File: src/hw/fp_priv_map.vh
// constants for the lazy fp state and privilege entry block
// assumes a 32-bit axi4-lite register bus, byte addresses
`ifndef FP_PRIV_MAP_VH
`define FP_PRIV_MAP_VH

// register byte offsets
`define OFS_STATE 8'h00
`define OFS_EVENT 8'h04
`define OFS_MASK 8'h08
`define OFS_TRAP_IMM 8'h0c
`define OFS_ALT_VALID 8'h10

// state register fields
`define BIT_LO_DIRTY 0
`define BIT_HI_DIRTY 1
`define BIT_LO_DISABLE 2
`define BIT_HI_DISABLE 3
`define POS_CPL 4

// event register fields
`define BIT_EV_FP_FAULT 0
`define BIT_EV_PROMOTE_FAULT 1
`define BIT_EV_TRAP 2
`define EVENT_W 3

// fp register sets
`define FR_LO_FIRST 7'h02
`define FR_LO_LAST 7'h1f
`define FR_HI_FIRST 7'h20
`define FR_HI_LAST 7'h7f

// privilege levels, 0 is the most privileged
`define PL_MOST 2'h0
`define RST_CPL 2'h3
`define RST_STATE 4'h0
`define RST_MASK 3'h0

// axi responses
`define RESP_OKAY 2'h0
`define RESP_SLVERR 2'h2

`endif

File: src/hw/adv_load_table.v
// advanced load table: tag per entry, round-robin fill
// assumes inserts and clears come from the core on the same clock
`timescale 1ns/10ps

module adv_load_table #(
    parameter ENTRIES = 8,
    parameter IDX_W = 3,
    parameter TAG_W = 8
) (
    input wire i_clk, // core clock
    input wire i_rstn, // synchronous reset, active low
    input wire i_ins, // record an advanced load
    input wire [TAG_W-1:0] i_ins_tag, // target register of the load
    input wire i_clr_all, // invalidate every entry
    input wire i_clr_one, // invalidate entries of one register
    input wire [TAG_W-1:0] i_clr_tag, // register to invalidate
    output wire [ENTRIES-1:0] o_valid // per-entry valid bits
);
    reg [IDX_W-1:0] ptr_q;
    reg [ENTRIES-1:0] valid_q;
    reg [TAG_W-1:0] tag_q [0:ENTRIES-1];
    genvar g;

    always @(posedge i_clk) begin
        if (!i_rstn) begin
            ptr_q <= {IDX_W{1'b0}};
        end else if (i_ins && !i_clr_all) begin
            if (ptr_q == ENTRIES - 1)
                ptr_q <= {IDX_W{1'b0}};
            else
                ptr_q <= ptr_q + {{(IDX_W-1){1'b0}}, 1'b1};
        end
    end

    generate
        for (g = 0; g < ENTRIES; g = g + 1) begin : g_ent
            always @(posedge i_clk) begin
                if (!i_rstn) begin
                    valid_q[g] <= 1'b0;
                    tag_q[g] <= {TAG_W{1'b0}};
                // RULE7 clear all
                end else if (i_clr_all) begin
                    valid_q[g] <= 1'b0;
                end else if (i_ins && ptr_q == g) begin
                    valid_q[g] <= 1'b1;
                    tag_q[g] <= i_ins_tag;
                // RULE8 matching entries only
                end else if (i_clr_one && tag_q[g] == i_clr_tag) begin
                    valid_q[g] <= 1'b0;
                end
            end
        end
    endgenerate

    assign o_valid = valid_q;
endmodule // adv_load_table

File: src/hw/fp_priv_ctrl.v
// lazy fp state tracking, load table clears and privilege entry paths
// assumes one core clock; pipeline inputs are already on this clock;
// software reaches the status bits over axi4-lite
//
// Function
// RULE1 - fp registers 2-31 form the lower set, 32-127 the upper set
// RULE2 - a write to a set's register sets that set's dirty flag
// RULE3 - both dirty flags readable and writable by unprivileged software
// RULE4 - disable bits change only on privileged writes, others ignored
// RULE5 - use of a disabled set faults instead of completing
// RULE6 - hardware never clears a dirty flag; only software writes do
// RULE7 - clear-all invalidates every load table entry at once
// RULE8 - clear-entry invalidates only entries tied to the named register
// RULE9 - promote raises privilege to the level of the code's page
// RULE10 - promote takes effect only from an execute-only page
// RULE11 - promote checks saved caller level not above current level
// RULE12 - return branch loads privilege from saved caller level
// RULE13 - promote neither masks interrupts nor moves the backing store
// RULE14 - trap flushes the pipeline; promote never flushes
// RULE15 - trap carries a 21-bit immediate that software can read
// RULE16 - trap redirects to the trap handler at most privileged level
// RULE17 - software masks interrupts after promote until stack switched
`timescale 1ns/10ps
`include "fp_priv_map.vh"

module fp_priv_ctrl #(
    parameter ALT_ENTRIES = 8,
    parameter ALT_IDX_W = 3,
    parameter TAG_W = 8
) (
    input wire I_REF_CLK, // core clock, 250 MHz
    input wire I_RSTN, // synchronous reset, active low
    // fp register access from issue
    input wire I_FP_ACC, // an fp register is read or written
    input wire I_FP_WR, // the access writes the register
    input wire [6:0] I_FP_REG, // fp register number
    output reg O_FP_ACC_OK, // access may complete
    output reg O_FP_FAULT, // disabled fp fault raised
    // advanced load table
    input wire I_ALT_INS, // advanced load recorded
    input wire [TAG_W-1:0] I_ALT_INS_TAG, // its target register
    input wire I_ALT_CLR_ALL, // clear-all instruction
    input wire I_ALT_CLR_ONE, // clear-entry instruction
    input wire [TAG_W-1:0] I_ALT_CLR_TAG, // register named by clear-entry
    // privilege entry and exit
    input wire I_PROMOTE, // promote instruction executes
    input wire [1:0] I_PAGE_PL, // privilege of the promote's page
    input wire I_PAGE_XO, // that page is execute-only
    input wire [1:0] I_SAVED_CALLER_PL, // saved caller privilege field
    input wire I_RET_BRANCH, // return branch executes
    input wire I_TRAP, // trap instruction executes
    input wire I_TRAP_HAS_IMM, // trap came in an i, f or m syllable
    input wire [20:0] I_TRAP_IMM, // trap immediate
    output reg [1:0] O_CPL, // current privilege level
    output reg O_PROMOTE_FAULT, // promote refused
    output reg O_FLUSH, // pipeline flush request
    output reg O_TRAP_REDIRECT, // fetch from trap handler
    output reg O_IRQ, // level interrupt
    // axi4-lite slave
    input wire [7:0] S_AXI_AWADDR, // write address
    input wire [2:0] S_AXI_AWPROT, // write protection, bit 0 privileged
    input wire S_AXI_AWVALID, // write address valid
    output reg S_AXI_AWREADY, // write address ready
    input wire [31:0] S_AXI_WDATA, // write data
    input wire [3:0] S_AXI_WSTRB, // write byte strobes
    input wire S_AXI_WVALID, // write data valid
    output reg S_AXI_WREADY, // write data ready
    output reg [1:0] S_AXI_BRESP, // write response
    output reg S_AXI_BVALID, // write response valid
    input wire S_AXI_BREADY, // write response ready
    input wire [7:0] S_AXI_ARADDR, // read address
    input wire S_AXI_ARVALID, // read address valid
    output reg S_AXI_ARREADY, // read address ready
    output reg [31:0] S_AXI_RDATA, // read data
    output reg [1:0] S_AXI_RRESP, // read response
    output reg S_AXI_RVALID, // read data valid
    input wire S_AXI_RREADY // read data ready
);
    // state bits: 3 upper disable, 2 lower disable, 1 upper, 0 lower dirty
    reg [3:0] state_q, state_d;
    reg [`EVENT_W-1:0] event_q, event_d;
    reg [`EVENT_W-1:0] mask_q;
    reg [20:0] trap_imm_q;
    reg [1:0] cpl_d;
    reg [7:0] wr_addr_q;
    reg wr_priv_q;
    reg [31:0] wr_data_q;
    reg [3:0] wr_strb_q;
    reg have_aw_q, have_w_q;
    wire fp_lower, fp_upper;
    wire [ALT_ENTRIES-1:0] alt_valid;
    wire wr_fire, rd_fire, rd_event;
    wire use_lo_dis, use_hi_dis, fp_blocked;
    wire promote_ok;
    wire wr_state, wr_mask;
    wire fp_write_ok, fp_fault_now, promote_bad;

    // RULE1 set membership
    fp_set_decode u_decode (
        .i_reg(I_FP_REG),
        .o_lower(fp_lower),
        .o_upper(fp_upper)
    );

    adv_load_table #(
        .ENTRIES(ALT_ENTRIES),
        .IDX_W(ALT_IDX_W),
        .TAG_W(TAG_W)
    ) u_alt (
        .i_clk(I_REF_CLK),
        .i_rstn(I_RSTN),
        .i_ins(I_ALT_INS),
        .i_ins_tag(I_ALT_INS_TAG),
        .i_clr_all(I_ALT_CLR_ALL),
        .i_clr_one(I_ALT_CLR_ONE),
        .i_clr_tag(I_ALT_CLR_TAG),
        .o_valid(alt_valid)
    );

    // RULE5 disabled set blocks the access
    assign use_lo_dis = fp_lower && state_q[`BIT_LO_DISABLE];
    assign use_hi_dis = fp_upper && state_q[`BIT_HI_DISABLE];
    assign fp_blocked = use_lo_dis || use_hi_dis;

    // RULE10 execute-only page, RULE11 caller level check
    assign promote_ok = I_PAGE_XO && (I_SAVED_CALLER_PL <= O_CPL);

    // a refused promote; a trap in the same cycle takes over
    assign promote_bad = I_PROMOTE && !I_TRAP && !promote_ok;

    // only a write that completes marks its set dirty
    assign fp_write_ok = I_FP_ACC && I_FP_WR && !fp_blocked;
    assign fp_fault_now = I_FP_ACC && fp_blocked;

    // write address and data are held until both are here
    assign wr_fire = have_aw_q && have_w_q && !S_AXI_BVALID;
    assign rd_fire = S_AXI_ARVALID && S_AXI_ARREADY;
    assign rd_event = rd_fire && (S_AXI_ARADDR == `OFS_EVENT);

    // software write strobes, low byte lane carries every field
    assign wr_state = wr_fire && (wr_addr_q == `OFS_STATE) && wr_strb_q[0];
    assign wr_mask = wr_fire && (wr_addr_q == `OFS_MASK) && wr_strb_q[0];

    always @(posedge I_REF_CLK) begin
        if (!I_RSTN) begin
            S_AXI_AWREADY <= 1'b0;
            S_AXI_WREADY <= 1'b0;
            have_aw_q <= 1'b0;
            have_w_q <= 1'b0;
            wr_addr_q <= 8'h00;
            wr_priv_q <= 1'b0;
            wr_data_q <= 32'h00000000;
            wr_strb_q <= 4'h0;
            S_AXI_BVALID <= 1'b0;
            S_AXI_BRESP <= `RESP_OKAY;
        end else begin
            S_AXI_AWREADY <= !have_aw_q && !S_AXI_AWREADY && !S_AXI_BVALID;
            S_AXI_WREADY <= !have_w_q && !S_AXI_WREADY && !S_AXI_BVALID;
            if (S_AXI_AWVALID && S_AXI_AWREADY) begin
                have_aw_q <= 1'b1;
                S_AXI_AWREADY <= 1'b0;
                wr_addr_q <= S_AXI_AWADDR;
                wr_priv_q <= S_AXI_AWPROT[0];
            end
            if (S_AXI_WVALID && S_AXI_WREADY) begin
                have_w_q <= 1'b1;
                S_AXI_WREADY <= 1'b0;
                wr_data_q <= S_AXI_WDATA;
                wr_strb_q <= S_AXI_WSTRB;
            end
            if (wr_fire) begin
                have_aw_q <= 1'b0;
                have_w_q <= 1'b0;
                S_AXI_BVALID <= 1'b1;
                case (wr_addr_q)
                    `OFS_STATE, `OFS_EVENT, `OFS_MASK:
                        S_AXI_BRESP <= `RESP_OKAY;
                    default:
                        S_AXI_BRESP <= `RESP_SLVERR;
                endcase
            end else if (S_AXI_BVALID && S_AXI_BREADY) begin
                S_AXI_BVALID <= 1'b0;
            end
        end
    end

    always @(posedge I_REF_CLK) begin
        if (!I_RSTN) begin
            S_AXI_ARREADY <= 1'b0;
            S_AXI_RVALID <= 1'b0;
            S_AXI_RDATA <= 32'h00000000;
            S_AXI_RRESP <= `RESP_OKAY;
        end else begin
            S_AXI_ARREADY <= !S_AXI_ARREADY && !S_AXI_RVALID &&
                S_AXI_ARVALID;
            if (rd_fire) begin
                S_AXI_RVALID <= 1'b1;
                S_AXI_RRESP <= `RESP_OKAY;
                S_AXI_RDATA <= 32'h00000000;
                case (S_AXI_ARADDR)
                    // RULE3 dirty flags read back at any level
                    `OFS_STATE:
                        S_AXI_RDATA <= {26'h0000000, O_CPL, state_q};
                    `OFS_EVENT:
                        S_AXI_RDATA <= {29'h00000000, event_q};
                    `OFS_MASK:
                        S_AXI_RDATA <= {29'h00000000, mask_q};
                    // RULE15 immediate visible to software
                    `OFS_TRAP_IMM:
                        S_AXI_RDATA <= {11'h000, trap_imm_q};
                    `OFS_ALT_VALID:
                        S_AXI_RDATA <= {{(32-ALT_ENTRIES){1'b0}},
                            alt_valid};
                    default:
                        S_AXI_RRESP <= `RESP_SLVERR;
                endcase
            end else if (S_AXI_RVALID && S_AXI_RREADY) begin
                S_AXI_RVALID <= 1'b0;
            end
        end
    end

    // status bits: software write first, hardware set on top
    always @* begin
        state_d = state_q;
        if (wr_state) begin
            // RULE3 dirty flags written from any level
            state_d[`BIT_LO_DIRTY] = wr_data_q[`BIT_LO_DIRTY];
            state_d[`BIT_HI_DIRTY] = wr_data_q[`BIT_HI_DIRTY];
            // RULE4 disable bits need a privileged write
            if (wr_priv_q) begin
                state_d[`BIT_LO_DISABLE] = wr_data_q[`BIT_LO_DISABLE];
                state_d[`BIT_HI_DISABLE] = wr_data_q[`BIT_HI_DISABLE];
            end
        end
        // RULE2 set on write, RULE6 never cleared here
        if (fp_write_ok) begin
            if (fp_lower)
                state_d[`BIT_LO_DIRTY] = 1'b1;
            if (fp_upper)
                state_d[`BIT_HI_DIRTY] = 1'b1;
        end
    end

    // sticky events; a read clears, a new event in that cycle survives
    always @* begin
        event_d = event_q;
        if (rd_event)
            event_d = {`EVENT_W{1'b0}};
        if (fp_fault_now)
            event_d[`BIT_EV_FP_FAULT] = 1'b1;
        if (promote_bad)
            event_d[`BIT_EV_PROMOTE_FAULT] = 1'b1;
        if (I_TRAP)
            event_d[`BIT_EV_TRAP] = 1'b1;
    end

    // privilege level; trap outranks promote, promote outranks return
    always @* begin
        cpl_d = O_CPL;
        if (I_TRAP) begin
            // RULE16 most privileged level
            cpl_d = `PL_MOST;
        end else if (I_PROMOTE) begin
            // RULE9 take the page level
            if (promote_ok)
                cpl_d = I_PAGE_PL;
        end else if (I_RET_BRANCH) begin
            // RULE12 demote to saved caller level
            cpl_d = I_SAVED_CALLER_PL;
        end
    end

    // status and sticky event registers
    always @(posedge I_REF_CLK) begin
        if (!I_RSTN) begin
            state_q <= `RST_STATE;
            event_q <= {`EVENT_W{1'b0}};
        end else begin
            state_q <= state_d;
            event_q <= event_d;
        end
    end

    // mask register, changed by software only
    always @(posedge I_REF_CLK) begin
        if (!I_RSTN) begin
            mask_q <= `RST_MASK;
        end else if (wr_mask) begin
            mask_q <= wr_data_q[`EVENT_W-1:0];
        end
    end

    // RULE13 interrupt follows events and mask, never promote
    always @(posedge I_REF_CLK) begin
        if (!I_RSTN) begin
            O_IRQ <= 1'b0;
        end else begin
            O_IRQ <= |(event_d & mask_q);
        end
    end

    // privilege level and promote answer
    always @(posedge I_REF_CLK) begin
        if (!I_RSTN) begin
            O_CPL <= `RST_CPL;
            O_PROMOTE_FAULT <= 1'b0;
        end else begin
            O_CPL <= cpl_d;
            // RULE10 RULE11 refusal reported
            O_PROMOTE_FAULT <= promote_bad;
        end
    end

    // fp access answer, one cycle after the access
    always @(posedge I_REF_CLK) begin
        if (!I_RSTN) begin
            O_FP_ACC_OK <= 1'b0;
            O_FP_FAULT <= 1'b0;
        end else begin
            // RULE5 fault in place of completion
            O_FP_ACC_OK <= I_FP_ACC && !fp_blocked;
            O_FP_FAULT <= fp_fault_now;
        end
    end

    // trap entry: flush, redirect and the immediate
    always @(posedge I_REF_CLK) begin
        if (!I_RSTN) begin
            O_FLUSH <= 1'b0;
            O_TRAP_REDIRECT <= 1'b0;
            trap_imm_q <= 21'h000000;
        end else begin
            // RULE14 only the trap flushes
            O_FLUSH <= I_TRAP;
            // RULE16 enter trap handler
            O_TRAP_REDIRECT <= I_TRAP;
            // RULE15 keep the 21-bit immediate
            if (I_TRAP)
                trap_imm_q <= I_TRAP_HAS_IMM ? I_TRAP_IMM : 21'h000000;
        end
    end
endmodule // fp_priv_ctrl

File: src/hw/fp_set_decode.v
// decodes an fp register number into lower or upper set membership
// assumes a 7-bit register number from the issuing pipeline stage
`timescale 1ns/10ps
`include "fp_priv_map.vh"

module fp_set_decode (
    input wire [6:0] i_reg, // fp register number
    output wire o_lower, // register is in the lower set
    output wire o_upper // register is in the upper set
);
    assign o_lower = (i_reg >= `FR_LO_FIRST) && (i_reg <= `FR_LO_LAST);
    assign o_upper = (i_reg >= `FR_HI_FIRST) && (i_reg <= `FR_HI_LAST);
endmodule // fp_set_decode
File: config.mk
export PLATFORM = sky130hd
export DESIGN_NAME = fp_priv_ctrl
export DESIGN_NICKNAME = d
export VERILOG_FILES = /design/src/hw/adv_load_table.v /design/src/hw/fp_priv_ctrl.v /design/src/hw/fp_set_decode.v
export VERILOG_INCLUDE_DIRS = /design/src /design/src/hw
export SDC_FILE = /design/constraint.sdc
export NUM_CORES = 1
export LEC_CHECK = 0
export BUFFER_PORTS_ARGS = -buffer_cell sky130_fd_sc_hd__buf_4
export CORE_UTILIZATION = 54
export DETAILED_ROUTE_END_ITERATION = 8
export GPL_ROUTABILITY_DRIVEN = 0
export HOLD_SLACK_MARGIN = 0.15
export PLACE_DENSITY_LB_ADDON = 0.3
export RECOVER_POWER = 25
export SLEW_MARGIN = 10
export SYNTH_ARGS = -nofsm -noshare
export SYNTH_HDL_FRONTEND = slang
export SYNTH_SLANG_ARGS = --single-unit
File: constraint.sdc
create_clock -name I_REF_CLK -period 2.85 [get_ports I_REF_CLK]
set_input_delay 0.57 -clock I_REF_CLK [delete_from_list [all_inputs] [get_ports I_REF_CLK]]
set_output_delay 0.57 -clock I_REF_CLK [all_outputs]
set_load 0.02 [all_outputs]
# == After elaboration in Yosys (flattened, before gate mapping) ==
# Memory sizes are Yosys's and may differ from the RTL's.
# Index checks and enable logic that the tools add are counted.
# word_totals
ff_bits,106
output_inout_bits,49
word_cells,232
memories,1
in_bits,120
ramBits,64
# mem_list
name,depth,width,read_ports,rd_ports_with_merged_regs,write_ports,line,rtl
u_alt.tag_q,8,8,8,0,8,adv_load_table.v:21,reg [TAG_W-1:0] tag_q [0:ENTRIES-1];
# op_classes
mux,78
n_eq_ne,22
addsub,1
order_cmp,5
reduce_logical,81
bitwise_logic,10
# ops
cell,n
21-bit one-hot mux with 5 select lines,1
8-bit equality test,8
8-bit 2-to-1 mux,8
1-bit 2-to-1 mux,58
1-bit logical AND,46
"8-bit by 4-bit equality test with 1-bit output, second input constant",3
21-bit 2-to-1 mux,1
2-bit nonzero test,10
"8-bit by 3-bit equality test with 1-bit output, second input constant",2
8-bit logical NOT,2
2-bit 2-to-1 mux,8
"3-bit equality test, second input constant",4
1-bit logical NOT,11
"8-bit by 5-bit equality test with 1-bit output, second input constant",1
1-bit OR,8
2-bit OR reduction,4
"7-bit by 2-bit greater-or-equal comparator with 1-bit output, second input constant",1
"7-bit by 6-bit greater-or-equal comparator with 1-bit output, second input constant",1
"7-bit by 5-bit less-or-equal comparator with 1-bit output, second input constant",1
"7-bit less-or-equal comparator, second input constant",1
"3-bit by 2-bit equality test with 1-bit output, second input constant",2
3-bit 2-to-1 mux,2
3-bit OR reduction,2
5-bit OR reduction,1
other kinds (10),11

# == Logic depth before layout (Yosys ltp) ==
# Gate-level depths: netlist (run 1).
# depth
ltp_word,8
mapped_depth,7
ltp_nobuf,6

# == Cells and area by module ==
# From an unflattened synthesis (run 1), not the netlist that was laid out.
# unflattened
cells_unflattened,705
area_unflattened_um2,7225.7
# modules_own_cells
module,cells_per_inst,area_per_inst_um2,n_inst,seq_area_each_um2
adv_load_table,300,3746.1,1,2142.1
fp_priv_ctrl,402,3460.8,1,1641.6
fp_set_decode,3,18.8,1,0.0

# == Least setup slack after synthesis (run 1) ==
# Ideal clock, no wire load.
# synth_timing
path_type,input port to flip-flop
start,in S_AXI_ARADDR[7]
end,reg O_IRQ
setup_slack_ps,652
t_arrival_ps,2064
path_buffers,0
setup_time_ps,134
required_time_ps,2716
path_stages,4
cell_sequence,or4_1 > or4_1 > a32oi_1 > o2111ai_1
# synth_between
elab_chain_cells,6
elab_cells_between_ends,8
cone_classes,eq/ne (1); mux (4); bitwise (1); reduce/logical (2)
# synth_lines
item,line,rtl
from (decl),fp_priv_ctrl.v:71,"input wire [7:0] S_AXI_ARADDR,"
8-bit by 3-bit equality test with 1-bit output *,-,
1-bit logical AND *,fp_priv_ctrl.v:138,assign rd_event = rd_fire && (S_AXI_ARADDR == `OFS_EVENT);
3-bit 2-to-1 mux *,fp_priv_ctrl.v:248,if (rd_event)
1-bit 2-to-1 mux (on tied branches),"fp_priv_ctrl.v:250, fp_priv_ctrl.v:252, fp_priv_ctrl.v:254",
3-bit AND *,fp_priv_ctrl.v:299,O_IRQ <= |(event_d & mask_q);
3-bit OR reduction *,fp_priv_ctrl.v:299,
to (signal assigned),fp_priv_ctrl.v:299,
to (decl),fp_priv_ctrl.v:58,"output reg O_IRQ,"
# Every way passes the cells marked *; elsewhere a longest branch is shown, timed or not.
# A chain may end at the register's enable or synchronous reset.

# == Final worst setup path (run 1) ==
# layout_timing
start,in I_RSTN
end,reg S_AXI_BRESP[1]
# layout_rtl
item,line,rtl
from (decl),fp_priv_ctrl.v:32,"input wire I_RSTN,"
to (signal assigned),fp_priv_ctrl.v:155,S_AXI_BRESP <= `RESP_OKAY;
to (signal assigned),fp_priv_ctrl.v:177,S_AXI_BRESP <= `RESP_OKAY;
to (signal assigned),fp_priv_ctrl.v:179,S_AXI_BRESP <= `RESP_SLVERR;
to (decl),fp_priv_ctrl.v:68,"output reg [1:0] S_AXI_BRESP,"
# No word-level cell between the ends.

==> implementation parameters, run 1 <==
Parameter                              Value

Logic synthesis
  Share of synthesized cell area in full adder, half adder and majority cells    1.434%
  Avg Inst Size Synth    10.48 µm²
  Most frequently used cell type in the post-synthesis netlist    sky130_fd_sc_hd__dfxtp_1
  Largest family of logic cells by synthesized area    simple AND/OR/NAND/NOR gates
  Post-synth EDFFs    64
  Leading post-synthesis cells by cell area    sky130_fd_sc_hd__edfxtp_1 (28%), sky130_fd_sc_hd__dfxtp_1 (27%), sky130_fd_sc_hd__xor2_1 (7.0%), sky130_fd_sc_hd__and2_1 (6.4%), sky130_fd_sc_hd__a22oi_1 (4.5%)
  YS warnings    0
  Largest area contributor in the netlist    sky130_fd_sc_hd__edfxtp_1
  Compound-gate portion of the synthesized area    10.86%
  Synth Register Bits    157
  Commonest cells post-synth    sky130_fd_sc_hd__dfxtp_1 (93), sky130_fd_sc_hd__and2_1 (71), sky130_fd_sc_hd__edfxtp_1 (64)
  Post-synthesis mux area share    1.972%
  Number of instances in the synthesized netlist    666
  FFs w/ async S/R, synth    0%
  Main flop type after synthesis    sky130_fd_sc_hd__dfxtp_1
  Netlist Area Pre-Place    6979 µm²
  Synthesized-area fraction occupied by and/or/nand/nor cells    18.68%
  Post-synth top area share    27.54%
  Netlist cell types    54
  Xor/xnor share of the synthesized area    8.157%
  Fraction of the yosys area taken by sequential cells    54.21%

Power and ir drop
  Total power divided by cell area    619.7 nW/µm²
  Leakage    3.353 nW
  Max IR drop VDD    0.4516 mV

Finish
  Area growth from synthesis to layout    20.20%
  Core occupancy in the finished layout    66.48%
  Fraction of layout instances using a drive strength above 1    18.36%
  Number of antenna cells inserted    0
  Final non-filler cell area    8389 µm²
  Number of standard cells in the final layout excluding fillers    951
  Layout net count    894

Setup path
  Worst Path Class, Setup    input pin to register
  Cell-by-cell trace of the critical path    buf_4 -> inv_1 -> clkbuf_2 -> a221oi_1
  Critical Path Start    I_RSTN
  Critical Path Max Stage Delay    860 ps
  Worst setup EP type    register
  Register-to-register path setup slack    740 ps
  Required time of the critical path    3090 ps
  Crit-path leading delay family    buffers and inverters
  CP max FO    49
  Logic depth of the worst register-to-register path    4
  CP Launch Type    input pin
  Buffer and inverter count on the worst path    3
  Startpoint of the worst register-to-register path    wr_addr_q[0]
  Worst reg2reg path endpoint    state_q[3]
  Slowest library cell on the worst path    sky130_fd_sc_hd__clkbuf_2
  Arrival time at the worst endpoint    2380 ps

Timing
  Final worst-path cycle share    74.86%
  Skew final    6.946 ps
  Final hold violation count    0
  Clock period minus final worst setup slack    2134 ps
  Max Slew Vio Count    0
  Slew headroom    35.57%
  Highest clock rate    468.7 MHz
  Setup-violating endpoint count in the final report    0
  Setup_tns    0 ps
  Slew at the pin closest to its max-slew limit    966.5 ps
  Unrepaired setup endpoints after global routing    false

Min path
  Worst Hold Path Cells    3
  Class of the tightest hold or removal check    input pin to register
  Hold path startpoint    I_TRAP_IMM[1]
  Sink of the worst hold path    trap_imm_q[1]

Floorplan
  Initial standard-cell utilization of the core    55.30%
  Number of placement rows    41
  Die area    13,380 µm²
  Chip Width    115.7 µm
  Die H    115.7 µm
  Core Footprint    12,620 µm²
  Total I/O pin count    169

Clock network
  Maximum level of the CTS H-tree    4
  Clock slew at the register clock pins of the worst setup and hold paths    60 ps
  Buffer cell driving the clock tree root    sky130_fd_sc_hd__clkbuf_16
  Clock sink total    157
  TritonCTS clock tree    yes
  Total setup buffers inserted after CTS    0
  Count of hold-fix buffers inserted at cts    0
  Number of buffers created by CTS    17
  Worst skew pair latency    420 ps
  CTS-repair resized insts    0
  Maximum number of buffers from clock root to sink    2

Drt
  DRC errors left    0
  Initial DRC Count    421
  Average vias per placed instance    5.516
  Routed WL    16,090 µm
  Number of detailed-route iterations in the first pass    5
  Average wire length per cell after detail routing    16.91 µm
  Total number of vias    5,246
  Antenna viol nets, final    0

Placement
  Post-detail-place hpwl    11,400 µm
  Number of placed cells counting well taps    919
  Total cell area at the placement stage    7911 µm²
  Count of buffers from port buffering    121

Global route
  Maximum number of pins on one net before global-route repair    50
  First-pass GRT wire length    25,250 µm
  Aggregate global routing overflow    0
  Total global-route track usage    25.41%
  Number of global-route vias before repair    5,080
  Antenna violations before repair    0

Flow run
  Maxcap violations    0

Status
  Result of the run    finished, final reports clean
-- report_power, final --
part	switching [mW]	internal [mW]	total (mW)
logic	0.260	0.191	0.450
clock network	0.872	1.41	2.28
registers	0.0509	2.42	2.47
-- sequential cells by signal, indices dropped and copies added (netlist names), 2 cells and up --
signal and count:
wr_addr_q 8, trap_imm_q 21, u_alt.ptr_q 3, wr_data_q 4
mask_q 3, u_alt.o_valid 8, S_AXI_RDATA 21, event_q 3
state_q 4, O_CPL 2, u_alt.tag_q 64
-- per-layer routing --
metal | up-vias | routed length [µm] | GRT usage [%]
met5 | - | 0 | 0
met4 | 0 | 457 | 12.91
met3 | 33 | 1211 | 7.688
met2 | 187 | 7859 | 42.55
met1 | 2514 | 6556 | 29.65
li1 | 2512 | - | -
-- kinds of logic after synthesis --
family / Yosys count
adder cells (fa/ha/maj): 8
AND/OR/NAND/NOR: 246
buffers and inverters: 71
flip-flops: 157
multiplexers: 10
other: 1
XOR/XNOR: 65
AO/OA/AOI/OAI: 108
-- cell usage in the layout (no fill, tap or decap), types with 7 or more instances in the layout --
master / instances
sky130_fd_sc_hd__xnor2_1: 9
sky130_fd_sc_hd__o21ai_0: 11
sky130_fd_sc_hd__nand3_1: 14
sky130_fd_sc_hd__inv_1: 14
sky130_fd_sc_hd__buf_4: 91
sky130_fd_sc_hd__ha_1: 8
sky130_fd_sc_hd__nor4_1: 9
sky130_fd_sc_hd__a21oi_1: 25
sky130_fd_sc_hd__edfxtp_1: 64
sky130_fd_sc_hd__and2_1: 62
sky130_fd_sc_hd__and2_0: 9
sky130_fd_sc_hd__conb_1: 13
sky130_fd_sc_hd__dfxtp_1: 93
sky130_fd_sc_hd__and3_1: 8
sky130_fd_sc_hd__nand4_1: 9
sky130_fd_sc_hd__mux2i_1: 7
sky130_fd_sc_hd__a22oi_1: 42
sky130_fd_sc_hd__nor2_1: 54
sky130_fd_sc_hd__xor2_1: 56
sky130_fd_sc_hd__clkbuf_1: 34
sky130_fd_sc_hd__a31o_2: 8
sky130_fd_sc_hd__nor3_1: 12
sky130_fd_sc_hd__nand2_1: 46
sky130_fd_sc_hd__clkbuf_16: 18
-- area by class of cell --
type                    instances  area, µm²
flip-flops and latches        157       3784
clock inverters                10      108.9
inverters                      15      56.30
multi-input cells             450       2918
repair buffers                125      812.0
well taps                     172      215.2
fillers                      1028       4230
clock buffers                  22      495.5
-- worst min-delay path: stages --
cell	delay [ps]
sky130_fd_sc_hd__buf_4	80
sky130_fd_sc_hd__a22oi_1	50
sky130_fd_sc_hd__nor2_1	70
-- worst max path at each step --
| stage | end | slack (ps) | cells past startpoint |
|---|---|---|---|
| 5_1_grt | S_AXI_RDATA[15] | 560 | 4 |
| 3_3_place_gp | O_IRQ | 450 | 5 |
| 3_5_place_dp | O_IRQ | 410 | 5 |
| 2_1_floorplan | O_IRQ | 650 | 4 |
| 6_report | S_AXI_BRESP[1] | 720 | 4 |
| 4_1_cts | state_q[3] | 730 | 4 |
-- stage by stage --
step | hold WS, ps | worst slack (ps) | total power [mW]
after floorplan | 422.6 | 652.0 | 2.788
after global placement | 440.6 | 451.8 | 2.953
after detailed placement | 442.8 | 410.6 | 2.972
after CTS | 366.2 | 726.3 | 5.222
after global routing | 381.0 | 556.4 | 5.365
final | 379.1 | 716.5 | 5.199
Power figures use the tool's default switching activity.
==> run 2, diff against run 1 <==
- ABC_AREA: unset -> 1
- CORE_UTILIZATION: 54 -> 49
- clock period: 2.85 -> 1.7 ns (I/O delays scaled with it)
==> run 2 against run 1 <==
The run now ends with design-rule violations left. Sequential cell count unchanged. Sequential share of layout area down 3.1 points. Combinational power up 110%. Power up 72%. Register-to-register slack worse by 600 ps. Hold slack worse by 220 ps. Global-route usage down 2.6 points. Clock-buffer cell count down 5. First-iteration DRC count up 5.0%. Critical path depth up 3.
==> implementation parameters, run 2 <==
Parameter                              Value

Timing
  Highest clock rate    643.1 MHz
  Final hold violation count    0
  Final worst-path cycle share    91.48%
  Max Slew Vio Count    0
  Clock period minus final worst setup slack    1555 ps
  Hold Slack    160.1 ps
  Setup_tns    0 ps
  Slew at the pin closest to its max-slew limit    734.3 ps
  Skew final    6.475 ps
  Slew headroom    51.05%
  Unrepaired setup endpoints after global routing    false
  Setup-violating endpoint count in the final report    0

Finish
  Final non-filler cell area    9004 µm²
  Number of standard cells in the final layout excluding fillers    1,224
  Top library cells by usage in the layout, fill and taps aside    sky130_fd_sc_hd__nand2_1 (177), sky130_fd_sc_hd__nor2_1 (145), sky130_fd_sc_hd__buf_4 (124)
  Top register by number of flip-flops    u_alt.tag_q
  Area occupied by multi-input gates    3023 µm²
  Fraction of layout instances using a drive strength above 1    19.13%
  Fill cell total of the finished layout    1,306
  Layout net count    1,155
  Commonest non-fill, non-tap cell in the layout    sky130_fd_sc_hd__nand2_1
  Flip-flop and latch area    3784 µm²
  Area growth from synthesis to layout    21.95%
  Top Registers    u_alt.tag_q: 64 flops, S_AXI_RDATA: 21 flops, trap_imm_q: 21 flops
  Number of antenna cells inserted    0
  Largest register FFs    64

Placement
  Post-detail-place hpwl    12,030 µm
  Number of placed cells counting well taps    1,186
  Count of buffers from port buffering    121
  Total cell area at the placement stage    8427 µm²

Setup path
  Required time of the critical path    2070 ps
  CP max FO    18
  CP Launch Type    input pin
  Worst setup EP type    register
  Arrival time at the worst endpoint    1920 ps
  Worst Path Class, Setup    input pin to register

Floorplan
  Initial standard-cell utilization of the core    50.42%
  Core Footprint    14,640 µm²
  Chip Width    124.8 µm
  Die H    124.8 µm
  Die area    15,560 µm²
  Number of placement rows    44
  Total I/O pin count    169

Clock network
  Clock slew at the register clock pins of the worst setup and hold paths    60 ps
  Maximum level of the CTS H-tree    4
  TritonCTS clock tree    yes
  Total setup buffers inserted after CTS    0
  Buffer cell driving the clock tree root    sky130_fd_sc_hd__clkbuf_16
  Maximum number of buffers from clock root to sink    2
  CTS-repair resized insts    0
  Number of buffers created by CTS    17
  Worst skew pair latency    430 ps
  Clock sink total    157

Flow run
  Maxcap violations    0

Min path
  Class of the tightest hold or removal check    input pin to register

Logic synthesis
  Avg Inst Size Synth    8.213 µm²
  Netlist cell types    42
  Synthesized-area fraction occupied by and/or/nand/nor cells    25.76%
  Synth Register Bits    157
  Fraction of the yosys area taken by sequential cells    51.25%
  Post-synth top area share    26.03%
  Most frequently used cell type in the post-synthesis netlist    sky130_fd_sc_hd__nand2_1
  Number of instances in the synthesized netlist    899
  YS warnings    0
  Compound-gate portion of the synthesized area    10.03%
  Largest family of logic cells by synthesized area    simple AND/OR/NAND/NOR gates
  Xor/xnor share of the synthesized area    3.321%
  Netlist Area Pre-Place    7383 µm²
  Post-synthesis mux area share    0%
  Post-synth EDFFs    64
  Leading post-synthesis cells by cell area    sky130_fd_sc_hd__edfxtp_1 (26%), sky130_fd_sc_hd__dfxtp_1 (25%), sky130_fd_sc_hd__nand2_1 (8.9%), sky130_fd_sc_hd__nor2_1 (7.4%), sky130_fd_sc_hd__nand3_1 (4.5%)
  Share of synthesized cell area in full adder, half adder and majority cells    1.356%
  FFs w/ async S/R, synth    0%
  Largest area contributor in the netlist    sky130_fd_sc_hd__edfxtp_1
  Commonest cells post-synth    sky130_fd_sc_hd__nand2_1 (176), sky130_fd_sc_hd__nor2_1 (145), sky130_fd_sc_hd__dfxtp_1 (93)
  Main flop type after synthesis    sky130_fd_sc_hd__dfxtp_1

Global route
  Maximum number of pins on one net before global-route repair    37
  Number of global-route vias before repair    5,771
  Aggregate global routing overflow    0
  Total global-route track usage    22.81%
  First-pass GRT wire length    27,700 µm
  Antenna violations before repair    0

Drt
  DRC errors left    16
  Average wire length per cell after detail routing    13.87 µm
  Total number of vias    6,197
  Average vias per placed instance    5.063
  Initial DRC Count    442
  Number of detailed-route iterations in the first pass    7
  Antenna viol nets, final    0
  Routed WL    16,980 µm

Power and ir drop
  Total power divided by cell area    993.9 nW/µm²
  Leakage    3.902 nW
  Max IR drop VDD    0.7337 mV

Status
  Violations in the final reports    design-rule violations
  Result of the run    finished with violations
run 2: cell count changes after synthesis, moves of 14 or more:
cell                       previous run  this run
sky130_fd_sc_hd__nor2_1              54       145
sky130_fd_sc_hd__inv_1               13        80
sky130_fd_sc_hd__nand3_1             14        67
sky130_fd_sc_hd__xnor2_1              9        23
sky130_fd_sc_hd__xor2_1              56         5
sky130_fd_sc_hd__o21ai_0             11        53
sky130_fd_sc_hd__a21oi_1             25        60
sky130_fd_sc_hd__and2_1              71         0
sky130_fd_sc_hd__a22oi_1             42         0
sky130_fd_sc_hd__nand2_1             46       176
sky130_fd_sc_hd__clkbuf_1            37        15
run 2: where the power goes:
| group | internal (mW) | switching [mW] |
|---|---|---|
| Clock | 2.20 | 1.63 |
| Sequential | 4.08 | 0.0870 |
| Combinational | 0.388 | 0.561 |
run 2: what timing repair did:
action / 4_1_cts / 5_1_grt
hold buffers: 6 / 0
setup endpoints to repair: 0 / 0
hold endpoints to repair: 6 / 0
run 2: worst paths after layout:
path / start / to / slack [ps] / cells past startpoint
setup / recovery: S_AXI_ARVALID / S_AXI_RDATA[18] / 140 / 7
hold reg to reg: have_w_q / S_AXI_WREADY / 430 / 1
hold / removal: S_AXI_WDATA[3] / wr_data_q[3] / 160 / 3
setup reg to reg: u_alt.ptr_q[0] / u_alt.tag_q[1][5] / 140 / 6
run 2: cell type report:
type | count | area share (%)
clock buffers | 17 | 4.725
clock inverters | 15 | 1.904
inverters | 85 | 3.558
multi-input cells | 621 | 33.57
flip-flops and latches | 157 | 42.02
well taps | 184 | 2.557
repair buffers | 145 | 11.66
run 2: through the flow:
stage / util [%] / power, mW / worst slack, ps
2_1_floorplan: - / 4.840 / 85.30
3_3_place_gp: 57.54 / 5.180 / 136.5
3_5_place_dp: 57.54 / 5.201 / 105.3
4_1_cts: 62.03 / 8.999 / 163.3
5_1_grt: 61.48 / 9.261 / 10.81
6_report: 61.48 / 8.948 / 144.9
run 2: layer usage:
metal | vias to the layer above | share of wire, % | track usage (%)
met2 | 181 | 49 | 39.33
met4 | 0 | 1.7 | 9.877
met3 | 21 | 5.3 | 3.737
li1 | 3160 | - | -
met1 | 2835 | 44 | 28.14
met5 | - | 0 | 0
run 2: worst max-delay path, cell delays in order:
cell,delay [ps]
sky130_fd_sc_hd__dlygate4sd3_1,530
sky130_fd_sc_hd__buf_4,110
sky130_fd_sc_hd__nand2_1,60
sky130_fd_sc_hd__inv_1,280
sky130_fd_sc_hd__buf_4,320
sky130_fd_sc_hd__o21ai_0,130
sky130_fd_sc_hd__a21oi_2,140
run 2: cells by family after synthesis:
family	after synthesis
compound gates	137
fa+ha+maj	8
simple gates	435
xor+xnor	28
other cells	1
buf+inv	133
flops	157
